==> src/logic/mode_ctl_defs.vh <==
`ifndef MODE_CTL_DEFS_VH
`define MODE_CTL_DEFS_VH
`define MODE_ACTIVE      2'h0
`define MODE_FLASH       2'h1
`define MODE_REG_STBY    2'h2
`define MODE_BAT_STBY    2'h3
// Wake pulse of 50 us and LIN filter of 30 us, counted in 100 ns clocks.
`define WAKE_PULSE_CYC   10'h1F4
`define LIN_FILTER_CYC   10'h12C
`define CNT_W            10
`endif

==> src/logic/operating_mode_controller.v <==
`timescale 1ns/1ps
`include "mode_ctl_defs.vh"
// ---------------------------------------------------------------
// Operating-mode sequencer
// ---------------------------------------------------------------
module operating_mode_controller (
   // Clock and reset
   input  wire       mclk,
   input  wire       rst,
   // Pins and analogue comparators
   input  wire       flash_level,
   input  wire       chip_select_n,
   input  wire       spi_clk,
   input  wire       lin_level,
   input  wire       load_current_threshold,
   input  wire       direct_drive_pin,
   input  wire       rx_data,
   // Host commands, one-cycle pulses
   input  wire       cmd_reg_stby,
   input  wire       cmd_bat_stby,
   // Configuration from SPI registers
   input  wire [1:0] high_side_cfg,
   input  wire       relay_cfg,
   input  wire       direct_drive_en,
   input  wire       fail_safe_active,
   // Outputs
   output reg  [1:0] mode,
   output reg        rx_or_wake_irq_pin,
   output reg        host_reset_out_n,
   output reg        main_regulator,
   output reg        regulator_high_current,
   output reg        watchdog_en,
   output reg        watchdog_long_window,
   output reg        relay_on,
   output reg        lin_tx_en,
   output reg  [1:0] high_side_out,
   output reg        fail_safe_output,
   output reg        oscillator_on,
   output reg        spi_enable
);
   // ---------------------------------------------------------------
   // Input synchronisation
   // ---------------------------------------------------------------
   wire flash_s;
   wire csn_s;
   wire sck_s;
   wire lin_s;
   wire load_s;
   wire lin_wake;
   sync2 u_flash (.mclk(mclk), .rst(rst), .d(flash_level),            .q(flash_s));
   sync2 u_csn   (.mclk(mclk), .rst(rst), .d(chip_select_n),          .q(csn_s));
   sync2 u_sck   (.mclk(mclk), .rst(rst), .d(spi_clk),                .q(sck_s));
   sync2 u_lin   (.mclk(mclk), .rst(rst), .d(lin_level),              .q(lin_s));
   sync2 u_load  (.mclk(mclk), .rst(rst), .d(load_current_threshold), .q(load_s));

   reg              sck_d;
   reg              sck_seen;
   reg              fs_latched;
   reg [1:0]        hs_held;
   reg [`CNT_W-1:0] pulse_cnt;
   reg [`CNT_W-1:0] next_pulse_cnt;
   reg              next_irq_pin;
   reg [1:0]        next_mode;
   reg              arm;
   reg              next_main_regulator;
   reg              next_high_current;
   reg              next_watchdog_en;
   reg              next_long_window;
   reg              next_relay_on;
   reg              next_lin_tx_en;
   reg [1:0]        next_high_side_out;
   reg              next_fail_safe_output;
   reg              next_oscillator_on;
   reg              next_spi_enable;
   localparam [`CNT_W-1:0] PULSE_LAST = {{(`CNT_W-1){1'b0}}, 1'b1};

   // ---------------------------------------------------------------
   // Mode decoding helpers
   // ---------------------------------------------------------------
   // True in either standby mode.
   function is_standby;
      input [1:0] m;
      begin
         is_standby = (m == `MODE_REG_STBY) || (m == `MODE_BAT_STBY);
      end
   endfunction

   // True on the clock that leaves active mode for a standby mode.
   function standby_entry;
      input [1:0] cur;
      input [1:0] nxt;
      begin
         standby_entry = (cur == `MODE_ACTIVE) && is_standby(nxt);
      end
   endfunction

   // High sides in standby: the live setting on the entry clock, the held copy afterwards.
   function [1:0] held_high_side;
      input [1:0] cur;
      input [1:0] cfg;
      input [1:0] held;
      begin
         held_high_side = (cur == `MODE_ACTIVE) ? cfg : held;
      end
   endfunction

   // Fail-safe output in standby, chosen the same way as the high sides.
   function held_fail_safe;
      input [1:0] cur;
      input       live;
      input       held;
      begin
         held_fail_safe = (cur == `MODE_ACTIVE) ? live : held;
      end
   endfunction

   wire standby  = is_standby(mode);
   wire sck_rise = sck_s & ~sck_d;
   // First rising clock edge with chip-select low.
   wire spi_wake = (mode == `MODE_REG_STBY) && !csn_s && sck_rise && !sck_seen;

   lin_wake_filter u_lin_filt (
      .mclk      (mclk),
      .rst       (rst),
      .arm       (arm),
      .lin_level (lin_s),
      .wake      (lin_wake)
   );

   // ---------------------------------------------------------------
   // Mode state machine
   // ---------------------------------------------------------------
   always @* begin
      next_mode = mode;
      arm       = 1'b0;
      case (mode)
         `MODE_ACTIVE: begin
            if (flash_s)
               next_mode = `MODE_FLASH;
            else if (cmd_reg_stby)
               next_mode = `MODE_REG_STBY;
            else if (cmd_bat_stby)
               next_mode = `MODE_BAT_STBY;
            arm = standby_entry(mode, next_mode);
         end
         `MODE_FLASH: begin
            if (!flash_s)
               next_mode = `MODE_ACTIVE;
         end
         `MODE_REG_STBY: begin
            if (lin_wake || spi_wake)
               next_mode = `MODE_ACTIVE;
         end
         `MODE_BAT_STBY: begin
            if (lin_wake)
               next_mode = `MODE_ACTIVE;
         end
         default: next_mode = `MODE_ACTIVE;
      endcase
   end

   // ---------------------------------------------------------------
   // Mode register and SPI clock edge tracking
   // ---------------------------------------------------------------
   always @(posedge mclk) begin
      if (rst) begin
         mode             <= `MODE_ACTIVE;
         sck_d            <= 1'b0;
         sck_seen         <= 1'b0;
         host_reset_out_n <= 1'b0;
      end else begin
         mode             <= next_mode;
         sck_d            <= sck_s;
         // Leaving flash mode never pulls the host reset low.
         host_reset_out_n <= 1'b1;
         // Only the first clock rise of an access counts as a wake.
         if (csn_s)
            sck_seen <= 1'b0;
         else if (sck_rise)
            sck_seen <= 1'b1;
      end
   end

   // ---------------------------------------------------------------
   // Settings captured on standby entry
   // ---------------------------------------------------------------
   // The host may rewrite its settings later; standby keeps the values seen at entry.
   always @(posedge mclk) begin
      if (rst) begin
         hs_held    <= 2'h0;
         fs_latched <= 1'b0;
      end else if (standby_entry(mode, next_mode)) begin
         hs_held    <= high_side_cfg;
         fs_latched <= fail_safe_active;
      end
   end

   // ---------------------------------------------------------------
   // Wake pulse on the shared receive pin
   // ---------------------------------------------------------------
   always @* begin
      next_pulse_cnt = pulse_cnt;
      next_irq_pin   = rx_data;
      // A wake from either standby mode starts the pulse.
      if (standby && next_mode == `MODE_ACTIVE) begin
         next_pulse_cnt = `WAKE_PULSE_CYC;
         next_irq_pin   = 1'b0;
      end else if (pulse_cnt != {`CNT_W{1'b0}}) begin
         next_pulse_cnt = pulse_cnt - 1'b1;
         // The pin is handed back to the receiver on the last count.
         next_irq_pin   = (pulse_cnt == PULSE_LAST) ? rx_data : 1'b0;
      end
   end

   always @(posedge mclk) begin
      if (rst) begin
         pulse_cnt          <= {`CNT_W{1'b0}};
         rx_or_wake_irq_pin <= 1'b1;
      end else begin
         pulse_cnt          <= next_pulse_cnt;
         rx_or_wake_irq_pin <= next_irq_pin;
      end
   end

   // ---------------------------------------------------------------
   // Supply and watchdog per mode
   // ---------------------------------------------------------------
   always @* begin
      next_main_regulator = 1'b1;
      next_high_current   = 1'b1;
      next_watchdog_en    = 1'b1;
      next_long_window    = watchdog_long_window;
      case (next_mode)
         `MODE_ACTIVE: begin
            // Any return to active mode restarts the watchdog with its long window.
            if (mode != `MODE_ACTIVE)
               next_long_window = 1'b1;
         end
         `MODE_FLASH: begin
            next_watchdog_en = 1'b0;
            next_long_window = 1'b1;
         end
         `MODE_REG_STBY: begin
            // Below the current threshold the regulator drops to low current and the watchdog stops.
            next_main_regulator = 1'b1;
            next_high_current   = load_s;
            next_watchdog_en    = load_s;
            if (load_s && !watchdog_en)
               next_long_window = 1'b1;
         end
         `MODE_BAT_STBY: begin
            next_main_regulator = 1'b0;
            next_high_current   = 1'b0;
            next_watchdog_en    = 1'b0;
            next_long_window    = 1'b1;
         end
         default: begin
            // Unreachable with four two-bit codes.
            next_main_regulator = 1'b1;
         end
      endcase
   end

   // ---------------------------------------------------------------
   // Drivers and housekeeping per mode
   // ---------------------------------------------------------------
   always @* begin
      next_relay_on         = relay_cfg;
      next_lin_tx_en        = 1'b1;
      next_high_side_out    = high_side_cfg;
      next_fail_safe_output = fail_safe_active;
      next_oscillator_on    = 1'b1;
      next_spi_enable       = 1'b1;
      case (next_mode)
         `MODE_ACTIVE: begin
            next_spi_enable = 1'b1;
         end
         `MODE_FLASH: begin
            // The SPI is shut off while the host is being programmed.
            next_spi_enable = 1'b0;
         end
         `MODE_REG_STBY: begin
            next_relay_on  = 1'b0;
            next_lin_tx_en = 1'b0;
            // Direct drive lets the high sides supply external contacts cyclically.
            if (direct_drive_en)
               next_high_side_out = {2{direct_drive_pin}};
            else
               next_high_side_out = held_high_side(mode, high_side_cfg, hs_held);
            next_fail_safe_output = held_fail_safe(mode, fail_safe_active, fs_latched);
            next_oscillator_on    = direct_drive_en & direct_drive_pin;
         end
         `MODE_BAT_STBY: begin
            next_relay_on         = 1'b0;
            next_lin_tx_en        = 1'b0;
            next_high_side_out    = held_high_side(mode, high_side_cfg, hs_held);
            next_fail_safe_output = held_fail_safe(mode, fail_safe_active, fs_latched);
            next_oscillator_on    = 1'b0;
            next_spi_enable       = 1'b0;
         end
         default: begin
            // Unreachable with four two-bit codes.
            next_spi_enable = 1'b1;
         end
      endcase
   end

   // ---------------------------------------------------------------
   // Supply and watchdog registers
   // ---------------------------------------------------------------
   always @(posedge mclk) begin
      if (rst) begin
         main_regulator         <= 1'b1;
         regulator_high_current <= 1'b1;
         watchdog_en            <= 1'b0;
         watchdog_long_window   <= 1'b1;
      end else begin
         main_regulator         <= next_main_regulator;
         regulator_high_current <= next_high_current;
         watchdog_en            <= next_watchdog_en;
         watchdog_long_window   <= next_long_window;
      end
   end

   // ---------------------------------------------------------------
   // Driver and housekeeping registers
   // ---------------------------------------------------------------
   always @(posedge mclk) begin
      if (rst) begin
         relay_on         <= 1'b0;
         lin_tx_en        <= 1'b0;
         high_side_out    <= 2'h0;
         fail_safe_output <= 1'b0;
         oscillator_on    <= 1'b1;
         spi_enable       <= 1'b0;
      end else begin
         relay_on         <= next_relay_on;
         lin_tx_en        <= next_lin_tx_en;
         high_side_out    <= next_high_side_out;
         fail_safe_output <= next_fail_safe_output;
         oscillator_on    <= next_oscillator_on;
         spi_enable       <= next_spi_enable;
      end
   end
endmodule // operating_mode_controller

==> src/logic/sync2.v <==
`timescale 1ns/1ps
// Two flip-flop synchroniser for one level.
module sync2 (
   // Clock and reset
   input  wire mclk,
   input  wire rst,
   // Data
   input  wire d,
   output reg  q
);
   reg meta;
   always @(posedge mclk) begin
      if (rst) begin
         meta <= 1'b0;
         q    <= 1'b0;
      end else begin
         meta <= d;
         q    <= meta;
      end
   end
endmodule // sync2

==> src/logic/lin_wake_filter.v <==
`timescale 1ns/1ps
`include "mode_ctl_defs.vh"
// Stores the bus level on arm and flags a change that persists for the filter time.
module lin_wake_filter (
   // Clock and reset
   input  wire mclk,
   input  wire rst,
   // Control
   input  wire arm,
   input  wire lin_level,
   output reg  wake
);
   reg              stored;
   reg [`CNT_W-1:0] cnt;
   always @(posedge mclk) begin
      if (rst) begin
         stored <= 1'b1;
         cnt    <= {`CNT_W{1'b0}};
         wake   <= 1'b0;
      end else if (arm) begin
         stored <= lin_level;
         cnt    <= {`CNT_W{1'b0}};
         wake   <= 1'b0;
      end else if (lin_level != stored) begin
         if (cnt == `LIN_FILTER_CYC - 1'b1)
            wake <= 1'b1;
         else
            cnt <= cnt + 1'b1;
      end else begin
         cnt  <= {`CNT_W{1'b0}};
         wake <= 1'b0;
      end
   end
endmodule // lin_wake_filter

==> config.mk <==
export PLATFORM = sky130hd
export DESIGN_NAME = operating_mode_controller
export DESIGN_NICKNAME = d
export VERILOG_FILES = /design/src/logic/operating_mode_controller.v /design/src/logic/sync2.v /design/src/logic/lin_wake_filter.v
export VERILOG_INCLUDE_DIRS = /design/src /design/src/logic
export SDC_FILE = /design/constraint.sdc
export NUM_CORES = 1
export LEC_CHECK = 0
export BUFFER_PORTS_ARGS = -buffer_cell sky130_fd_sc_hd__buf_2
export CAP_MARGIN = 10
export CORE_MARGIN = 4
export CORE_UTILIZATION = 50
export CTS_CLUSTER_SIZE = 12
export DETAILED_ROUTE_END_ITERATION = 8
export PLACE_DENSITY = 0.74
export SYNTH_ARGS = -nofsm -noshare
export SYNTH_HDL_FRONTEND = slang
export SYNTH_SLANG_ARGS = --single-unit
==> constraint.sdc <==
create_clock -name mclk -period 1.65 [get_ports mclk]
set_clock_uncertainty 0.05 [all_clocks]
set_input_delay 0.2475 -clock mclk [delete_from_list [all_inputs] [get_ports mclk]]
set_output_delay 0.2475 -clock mclk [all_outputs]
set_load 0.05 [all_outputs]
==> insert_results.sql, run 1 <==
INSERT INTO impl_metrics (metric_group, metric, value, unit) VALUES
('run_status', 'outcome', 'finished, violations left', ''),
('run_status', 'violated_checks', 'negative setup slack', ''),
('grt', 'grt_antenna_before_repair', '0', ''),
('clocking', 'cts_htree_levels', '2', ''),
('flow_run', 'cap_viol_max_count', '0', ''),
('layout', 'finish.net_count', '289', ''),
('clocking', 'number_of_setup_buffers_added_after_cts', '0', ''),
('floorplan', 'io_pins', '31', ''),
('setup_path', 'worst-r2r-setup-slack', '-90', 'ps'),
('clocking', 'clk_pin_slew_worst_paths', '100', 'ps'),
('timing', 'tightest_slew', '491', 'ps'),
('timing', 'final_max_slew_viol_count', '0', ''),
('layout', 'syn2layout_area_growth', '22.8', '%'),
('detailed_routing', 'detail_route.first_pass.iterations', '4', ''),
('grt', 'first_global_vias', '1561', ''),
('timing', 'finalHoldViolCount', '0', ''),
('placement', 'dp_hpwl', '2950', 'µm'),
('synth', 'dominant_combinational_cell_family_by_area_after_synthesis', 'simple AND/OR/NAND/NOR gates', ''),
('detailed_routing', 'ant_nets', '0', ''),
('synth', 'synthDominantCellAreaShare', '50.7', '%'),
('setup_path', 'crit_arrival', '1880', 'ps'),
('setup_path', 'end_kind', 'flip-flop', ''),
('timing', 'finalSetupViolations', '6', ''),
('timing', 'setup_total_negative_slack', '-293', 'ps'),
('synth', 'post_synth_and_or_nand_nor_area_fraction', '26.2', '%'),
('setup_path', 'worst_setup_path_start_kind', 'flip-flop', ''),
('clocking', 'insertion_delay', '290', 'ps'),
('floorplan', 'initial_cell_density_of_the_core', '53.4', '%'),
('detailed_routing', 'detailedRoute.firstIterationViolations', '132', ''),
('synth', 'synth-seq-cells', '51', ''),
('synth', 'post_synthesis_share_of_cell_area_spent_on_full_adders_half_adders_and_majority_gates', '1.86', '%'),
('floorplan', 'placeableCoreArea', '3770', 'µm²'),
('grt', 'grt_first_pass_wirelength', '6460', 'µm'),
('clocking', 'cts-root-buf', 'sky130_fd_sc_hd__clkbuf_8', ''),
('detailed_routing', 'routed_via_density', '5.13', ''),
('detailed_routing', 'drt-wirelength-per-cell', '12.3', 'µm'),
('grt', 'grt_overflow_total', '0', ''),
('worst_hold_path', 'timing.hold.worst.class', 'in -> reg', ''),
('floorplan', 'floorplan.die_area', '5110', 'µm²'),
('layout', 'num_antenna_cells', '0', ''),
('timing', 'hold-worst-slack', '100', 'ps'),
('layout', 'num-fill-cells', '302', ''),
('synth', 'synthTopCellsByArea', 'sky130_fd_sc_hd__dfxtp_1 51%, sky130_fd_sc_hd__nor2b_1 5.3%, sky130_fd_sc_hd__nand2_1 4.3%, sky130_fd_sc_hd__nor2_1 3.4%, sky130_fd_sc_hd__a21oi_1 3.2%', ''),
('setup_path', 'critPathKind', 'reg -> reg', ''),
('synth', 'synth-edff-count', '0', ''),
('timing', 'post-route-min-period', '1740', 'ps'),
('placement', 'gp_congestion', '0.809', ''),
('placement', 'post-place-cells', '311', ''),
('synth', 'synth.net_count', '238', ''),
('pwr', 'vdd_ir_drop_max', '0.857', 'mV'),
('pwr', 'design_power_total', '0.00366', 'W'),
('layout', 'post_route_non_filler_standard_cell_count', '319', ''),
('clocking', 'clock_sinks', '51', ''),
('grt', 'pin_count_of_the_biggest_net_entering_global_routing', '22', ''),
('timing', 'unrepaired_setup_endpoints_after_global_routing', 'yes', ''),
('setup_path', 'crit_path_max_fanout', '5', ''),
('timing', 'max_clock_freq', '0.575', 'GHz'),
('synth', 'muxShareOfSynthArea', '3.11', '%'),
('floorplan', 'die_h', '71.5', 'µm'),
('synth', 'netlist.top_cell.by_area', 'sky130_fd_sc_hd__dfxtp_1', ''),
('clocking', 'cts_tree', 'yes', ''),
('detailed_routing', 'via_count', '1636', ''),
('layout', 'final_layout_size_suffix_gt1_share', '26.2', '%'),
('synth', 'synth.yosys.seq_area_share', '50.7', '%'),
('pwr', 'total_leakage_power', '1.03', 'nW'),
('timing', 'layout_setup_ws', '-87.8', 'ps'),
('synth', 'mean_syn_cell_area', '9.19', 'µm²'),
('synth', 'yosys_most_used_dff', 'sky130_fd_sc_hd__dfxtp_1', ''),
('timing', 'final.period_utilization', '105', '%'),
('timing', 'worst_slew_margin_rel', '67.1', '%'),
('floorplan', 'placementRows', '22', '');
==> layout make-up <==
cell class / count / area, µm² / share of cell area (%)
Clock buffer: 5 / 68.8 / 2.78
Clock inverter: 3 / 26.3 / 1.06
Inverter: 6 / 22.5 / 0.911
Multi-Input combinational cell: 155 / 960 / 38.8
Sequential cell: 51 / 1020 / 41.4
Tap cell: 48 / 60.1 / 2.43
Timing Repair Buffer: 51 / 310 / 12.6
==> state kept, by name, summed over array words and instances (netlist names), 2 cells and up <==
signal	flops
mode	2
pulse_cnt	10
high_side_out	2
u_lin_filt.cnt	10
hs_held	2
==> worst max-delay path, cell delays in order (launching register included) <==
cell	delay, ps
sky130_fd_sc_hd__dfxtp_1	320
sky130_fd_sc_hd__or4_1	510
sky130_fd_sc_hd__or4b_4	540
sky130_fd_sc_hd__mux2i_1	160
sky130_fd_sc_hd__nor2_1	60
==> logic make-up after synthesis <==
| logic type | after synthesis |
|---|---|
| mux | 6 |
| compound gates | 37 |
| buf+inv | 13 |
| simple gates | 100 |
| fa+ha+maj | 3 |
| xor+xnor | 8 |
| other cells | 1 |
| flops | 51 |
==> cells in the final DEF, fill, tap and decap left out, drive strengths merged, types with 3 or more instances in the layout <==
cell type	instances
a21oi	14
a31oi	6
buf	51
clkbuf	5
dfxtp	51
ha	3
inv	8
mux2i	4
nand2	23
nand2b	3
nand3	11
nand3b	4
nor2	18
nor2b	17
nor3	9
o21ai	4
or3	4
xnor2	5
xor2	3
==> metrics by stage <==
stage | area [µm²] | util, % | setup slack (ps)
floorplan | 2020 | - | -106
global placement | 2360 | 62.5 | -125
detailed placement | 2360 | 62.5 | -147
CTS | 2460 | 65.2 | -83.8
global route | 2470 | 65.6 | -152
finish | 2470 | 65.6 | -87.8
==> routing by layer <==
metal  vias up  global-route usage [%]  share of wire, %
li1        861                       -                 -
met2        34                    27.0                49
met3         2                    3.65               5.2
met1       739                    19.1                45
met4         0                    5.01              0.76
met5         -                       0                 0
==> power breakdown <==
| group | switching, W | leakage [nW] | internal [W] |
|---|---|---|---|
| Combinational | 0.000751 | 0.564 | 0.000627 |
| Sequential | 0.000140 | 0.421 | 0.00141 |
| Clock | 0.000418 | 0.0491 | 0.000312 |
| Total | 0.00131 | 1.03 | 0.00235 |
==> worst paths after layout <==
path | end | cells past startpoint | from
worst max-delay path | u_lin_filt.cnt[1]$_SDFFE_PP0P_ | 4 | u_lin_filt.cnt[9]$_SDFFE_PP0P_
worst min-delay path | u_flash.meta$_SDFF_PP0_ | 2 | flash_level
worst max register to register | u_lin_filt.cnt[1]$_SDFFE_PP0P_ | 4 | u_lin_filt.cnt[9]$_SDFFE_PP0P_
worst min register to register | sck_seen$_SDFFE_PP0N_ | 1 | u_csn.q$_SDFF_PP0_
==> what timing repair did <==
action	CTS	global route
pin swaps	0	0
gates resized for setup	1	5
endpoints found under the setup margin	6	11
No activity file was read; power rests on OpenSTA's default activity.
==> run 2, diff against run 1 <==
Settings changed: CORE_MARGIN 4 to 8, SKIP_CTS_REPAIR_TIMING set to 1.
==> insert_results.sql, run 2 (synthesized netlist as in run 1, its figures left out) <==
INSERT INTO impl_metrics (metric_group, metric, value, unit) VALUES
('run_status', 'outcome', 'finished, violations left', ''),
('run_status', 'violated_checks', 'negative setup slack', ''),
('detailed_routing', 'drc_errors', '0', ''),
('detailed_routing', 'ant_nets', '0', ''),
('layout', 'syn2layout_area_growth', '25.9', '%'),
('timing', 'final_max_slew_viol_count', '0', ''),
('clocking', 'clk_pin_slew_worst_paths', '90', 'ps'),
('timing', 'max_clock_freq', '0.565', 'GHz'),
('layout', 'largestRegisters', 'pulse_cnt: 10 flops, u_lin_filt.cnt: 10 flops', ''),
('grt', 'globalRouteMet1Util', '15.5', '%'),
('grt', 'pin_count_of_the_biggest_net_entering_global_routing', '18', ''),
('layout', 'num_antenna_cells', '0', ''),
('grt', 'grt_overflow_total', '0', ''),
('clocking', 'cts_tree', 'yes', ''),
('layout', 'fin_util', '64.3', '%'),
('floorplan', 'initial_cell_density_of_the_core', '51.1', '%'),
('setup_path', 'worst-r2r-setup-slack', '-120', 'ps'),
('timing', 'unrepaired_setup_endpoints_after_global_routing', 'yes', ''),
('pwr', 'total_leakage_power', '1.04', 'nW'),
('flow_run', 'cap_viol_max_count', '0', ''),
('timing', 'finalSetupViolations', '6', ''),
('grt', 'grt_first_pass_wirelength', '7160', 'µm'),
('setup_path', 'worst_setup_path_start_kind', 'flip-flop', ''),
('detailed_routing', 'detail_route.wirelength', '4270', 'µm'),
('placement', 'dp_hpwl', '3060', 'µm'),
('worst_hold_path', 'hold_path.startpoint', 'chip_select_n', ''),
('detailed_routing', 'detail_route.first_pass.iterations', '4', ''),
('clocking', 'cts_buffer_depth', '2', ''),
('detailed_routing', 'via_count', '1689', ''),
('grt', 'grt_antenna_before_repair', '0', ''),
('floorplan', 'floorplan.die_area', '6310', 'µm²'),
('grt', 'global_route.usage.met2', '23.6', '%'),
('grt', 'globalRoute.busiestLayer', 'met2', ''),
('timing', 'layout_setup_ws', '-120', 'ps'),
('detailed_routing', 'detailedRoute.firstIterationViolations', '79', ''),
('setup_path', 'crit_arrival', '1920', 'ps'),
('layout', 'mostFrequentLayoutCell', 'sky130_fd_sc_hd__dfxtp_1', ''),
('layout', 'num-fill-cells', '312', ''),
('grt', 'gr-usage-met3', '5.86', '%'),
('floorplan', 'die_width', '79.5', 'µm'),
('clocking', 'cts-root-buf', 'sky130_fd_sc_hd__clkbuf_8', ''),
('layout', 'final_layout_size_suffix_gt1_share', '26.8', '%'),
('clocking', 'clock_sinks', '51', ''),
('placement', 'gp_congestion', '0.812', ''),
('floorplan', 'placementRows', '23', ''),
('layout', 'seqCellArea', '1020', 'µm²'),
('timing', 'post-route-min-period', '1770', 'ps'),
('clocking', 'insertion_delay', '300', 'ps'),
('setup_path', 'critical_path.reg2reg.startpoint', 'u_lin_filt.cnt[9]$_SDFFE_PP0P_', ''),
('setup_path', 'crit_path_max_fanout', '5', ''),
('setup_path', 'critPathKind', 'reg -> reg', ''),
('layout', 'finish.net_count', '287', ''),
('timing', 'final.period_utilization', '107', '%'),
('pwr', 'vdd_ir_drop_max', '0.936', 'mV'),
('layout', 'layout.cells.most_common_list', '48 x sky130_fd_sc_hd__dfxtp_1, 29 x sky130_fd_sc_hd__buf_2, 23 x sky130_fd_sc_hd__nand2_1', ''),
('timing', 'setup_total_negative_slack', '-451', 'ps'),
('floorplan', 'io_pins', '31', ''),
('clocking', 'number_of_buffers_inserted_during_clock_tree_synthesis', '5', ''),
('floorplan', 'die_h', '79.5', 'µm'),
('layout', 'fin_area', '2530', 'µm²'),
('setup_path', 'critPathRequiredTime', '1800', 'ps'),
('grt', 'grt_usage', '14.1', '%'),
('placement', 'placement.cell_area', '2350', 'µm²'),
('layout', 'multi_input_area', '993', 'µm²'),
('floorplan', 'placeableCoreArea', '3940', 'µm²'),
('setup_path', 'cp-startpoint', 'u_lin_filt.cnt[9]$_SDFFE_PP0P_', ''),
('setup_path', 'end_kind', 'flip-flop', ''),
('placement', 'io_buffers', '29', ''),
('pwr', 'power.density_cell_area', '1570', 'nW/µm²'),
('clocking', 'cts_htree_levels', '2', ''),
('worst_hold_path', 'timing.hold.worst.class', 'in -> reg', ''),
('detailed_routing', 'drt-wirelength-per-cell', '13.4', 'µm'),
('detailed_routing', 'routed_via_density', '5.29', ''),
('timing', 'finalHoldViolCount', '0', ''),
('placement', 'preCtsSetupSlack', '-167', 'ps'),
('grt', 'first_global_vias', '1675', '');
## run 2: cell type report
cell class                      instances  area share, %
Clock buffer                            5           2.71
Clock inverter                          3           2.67
Inverter                                6          0.888
Multi-Input combinational cell        155           39.2
Sequential cell                        51           40.4
Tap cell                               50           2.47
Timing Repair Buffer                   49           11.6
## run 2: stage by stage
step                instances  total power (W)  hold slack, ps
floorplan                 219          0.00246             304
global placement          311          0.00283             368
detailed placement        311          0.00285             373
CTS                       319          0.00387            88.7
global route              319          0.00422            95.1
finish                    319          0.00399            96.6
## run 2: layer usage
metal | share of wire, % | vias up | routed length [µm]
met5 | 0 | - | 0
met2 | 48 | 55 | 2050
met3 | 6.9 | 11 | 296
li1 | - | 856 | -
met1 | 43 | 767 | 1830
met4 | 2.2 | 0 | 93
## run 2: worst max-delay path, cell delays in order (launching register included)
cell	delay, ps
sky130_fd_sc_hd__dfxtp_2	330
sky130_fd_sc_hd__or4_4	530
sky130_fd_sc_hd__or4b_4	540
sky130_fd_sc_hd__mux2i_1	170
sky130_fd_sc_hd__nor2_1	50
## run 2: where the power goes
group | internal (W) | switching (W)
Clock | 0.000604 | 0.000401
Sequential | 0.00141 | 0.000155
Combinational | 0.000640 | 0.000781
## run 2: final timing paths
check	end	cells past startpoint
min	u_csn.meta$_SDFF_PP0_	2
max	u_lin_filt.cnt[1]$_SDFFE_PP0P_	4
min reg2reg	sck_seen$_SDFFE_PP0N_	1
max reg2reg	u_lin_filt.cnt[1]$_SDFFE_PP0P_	4
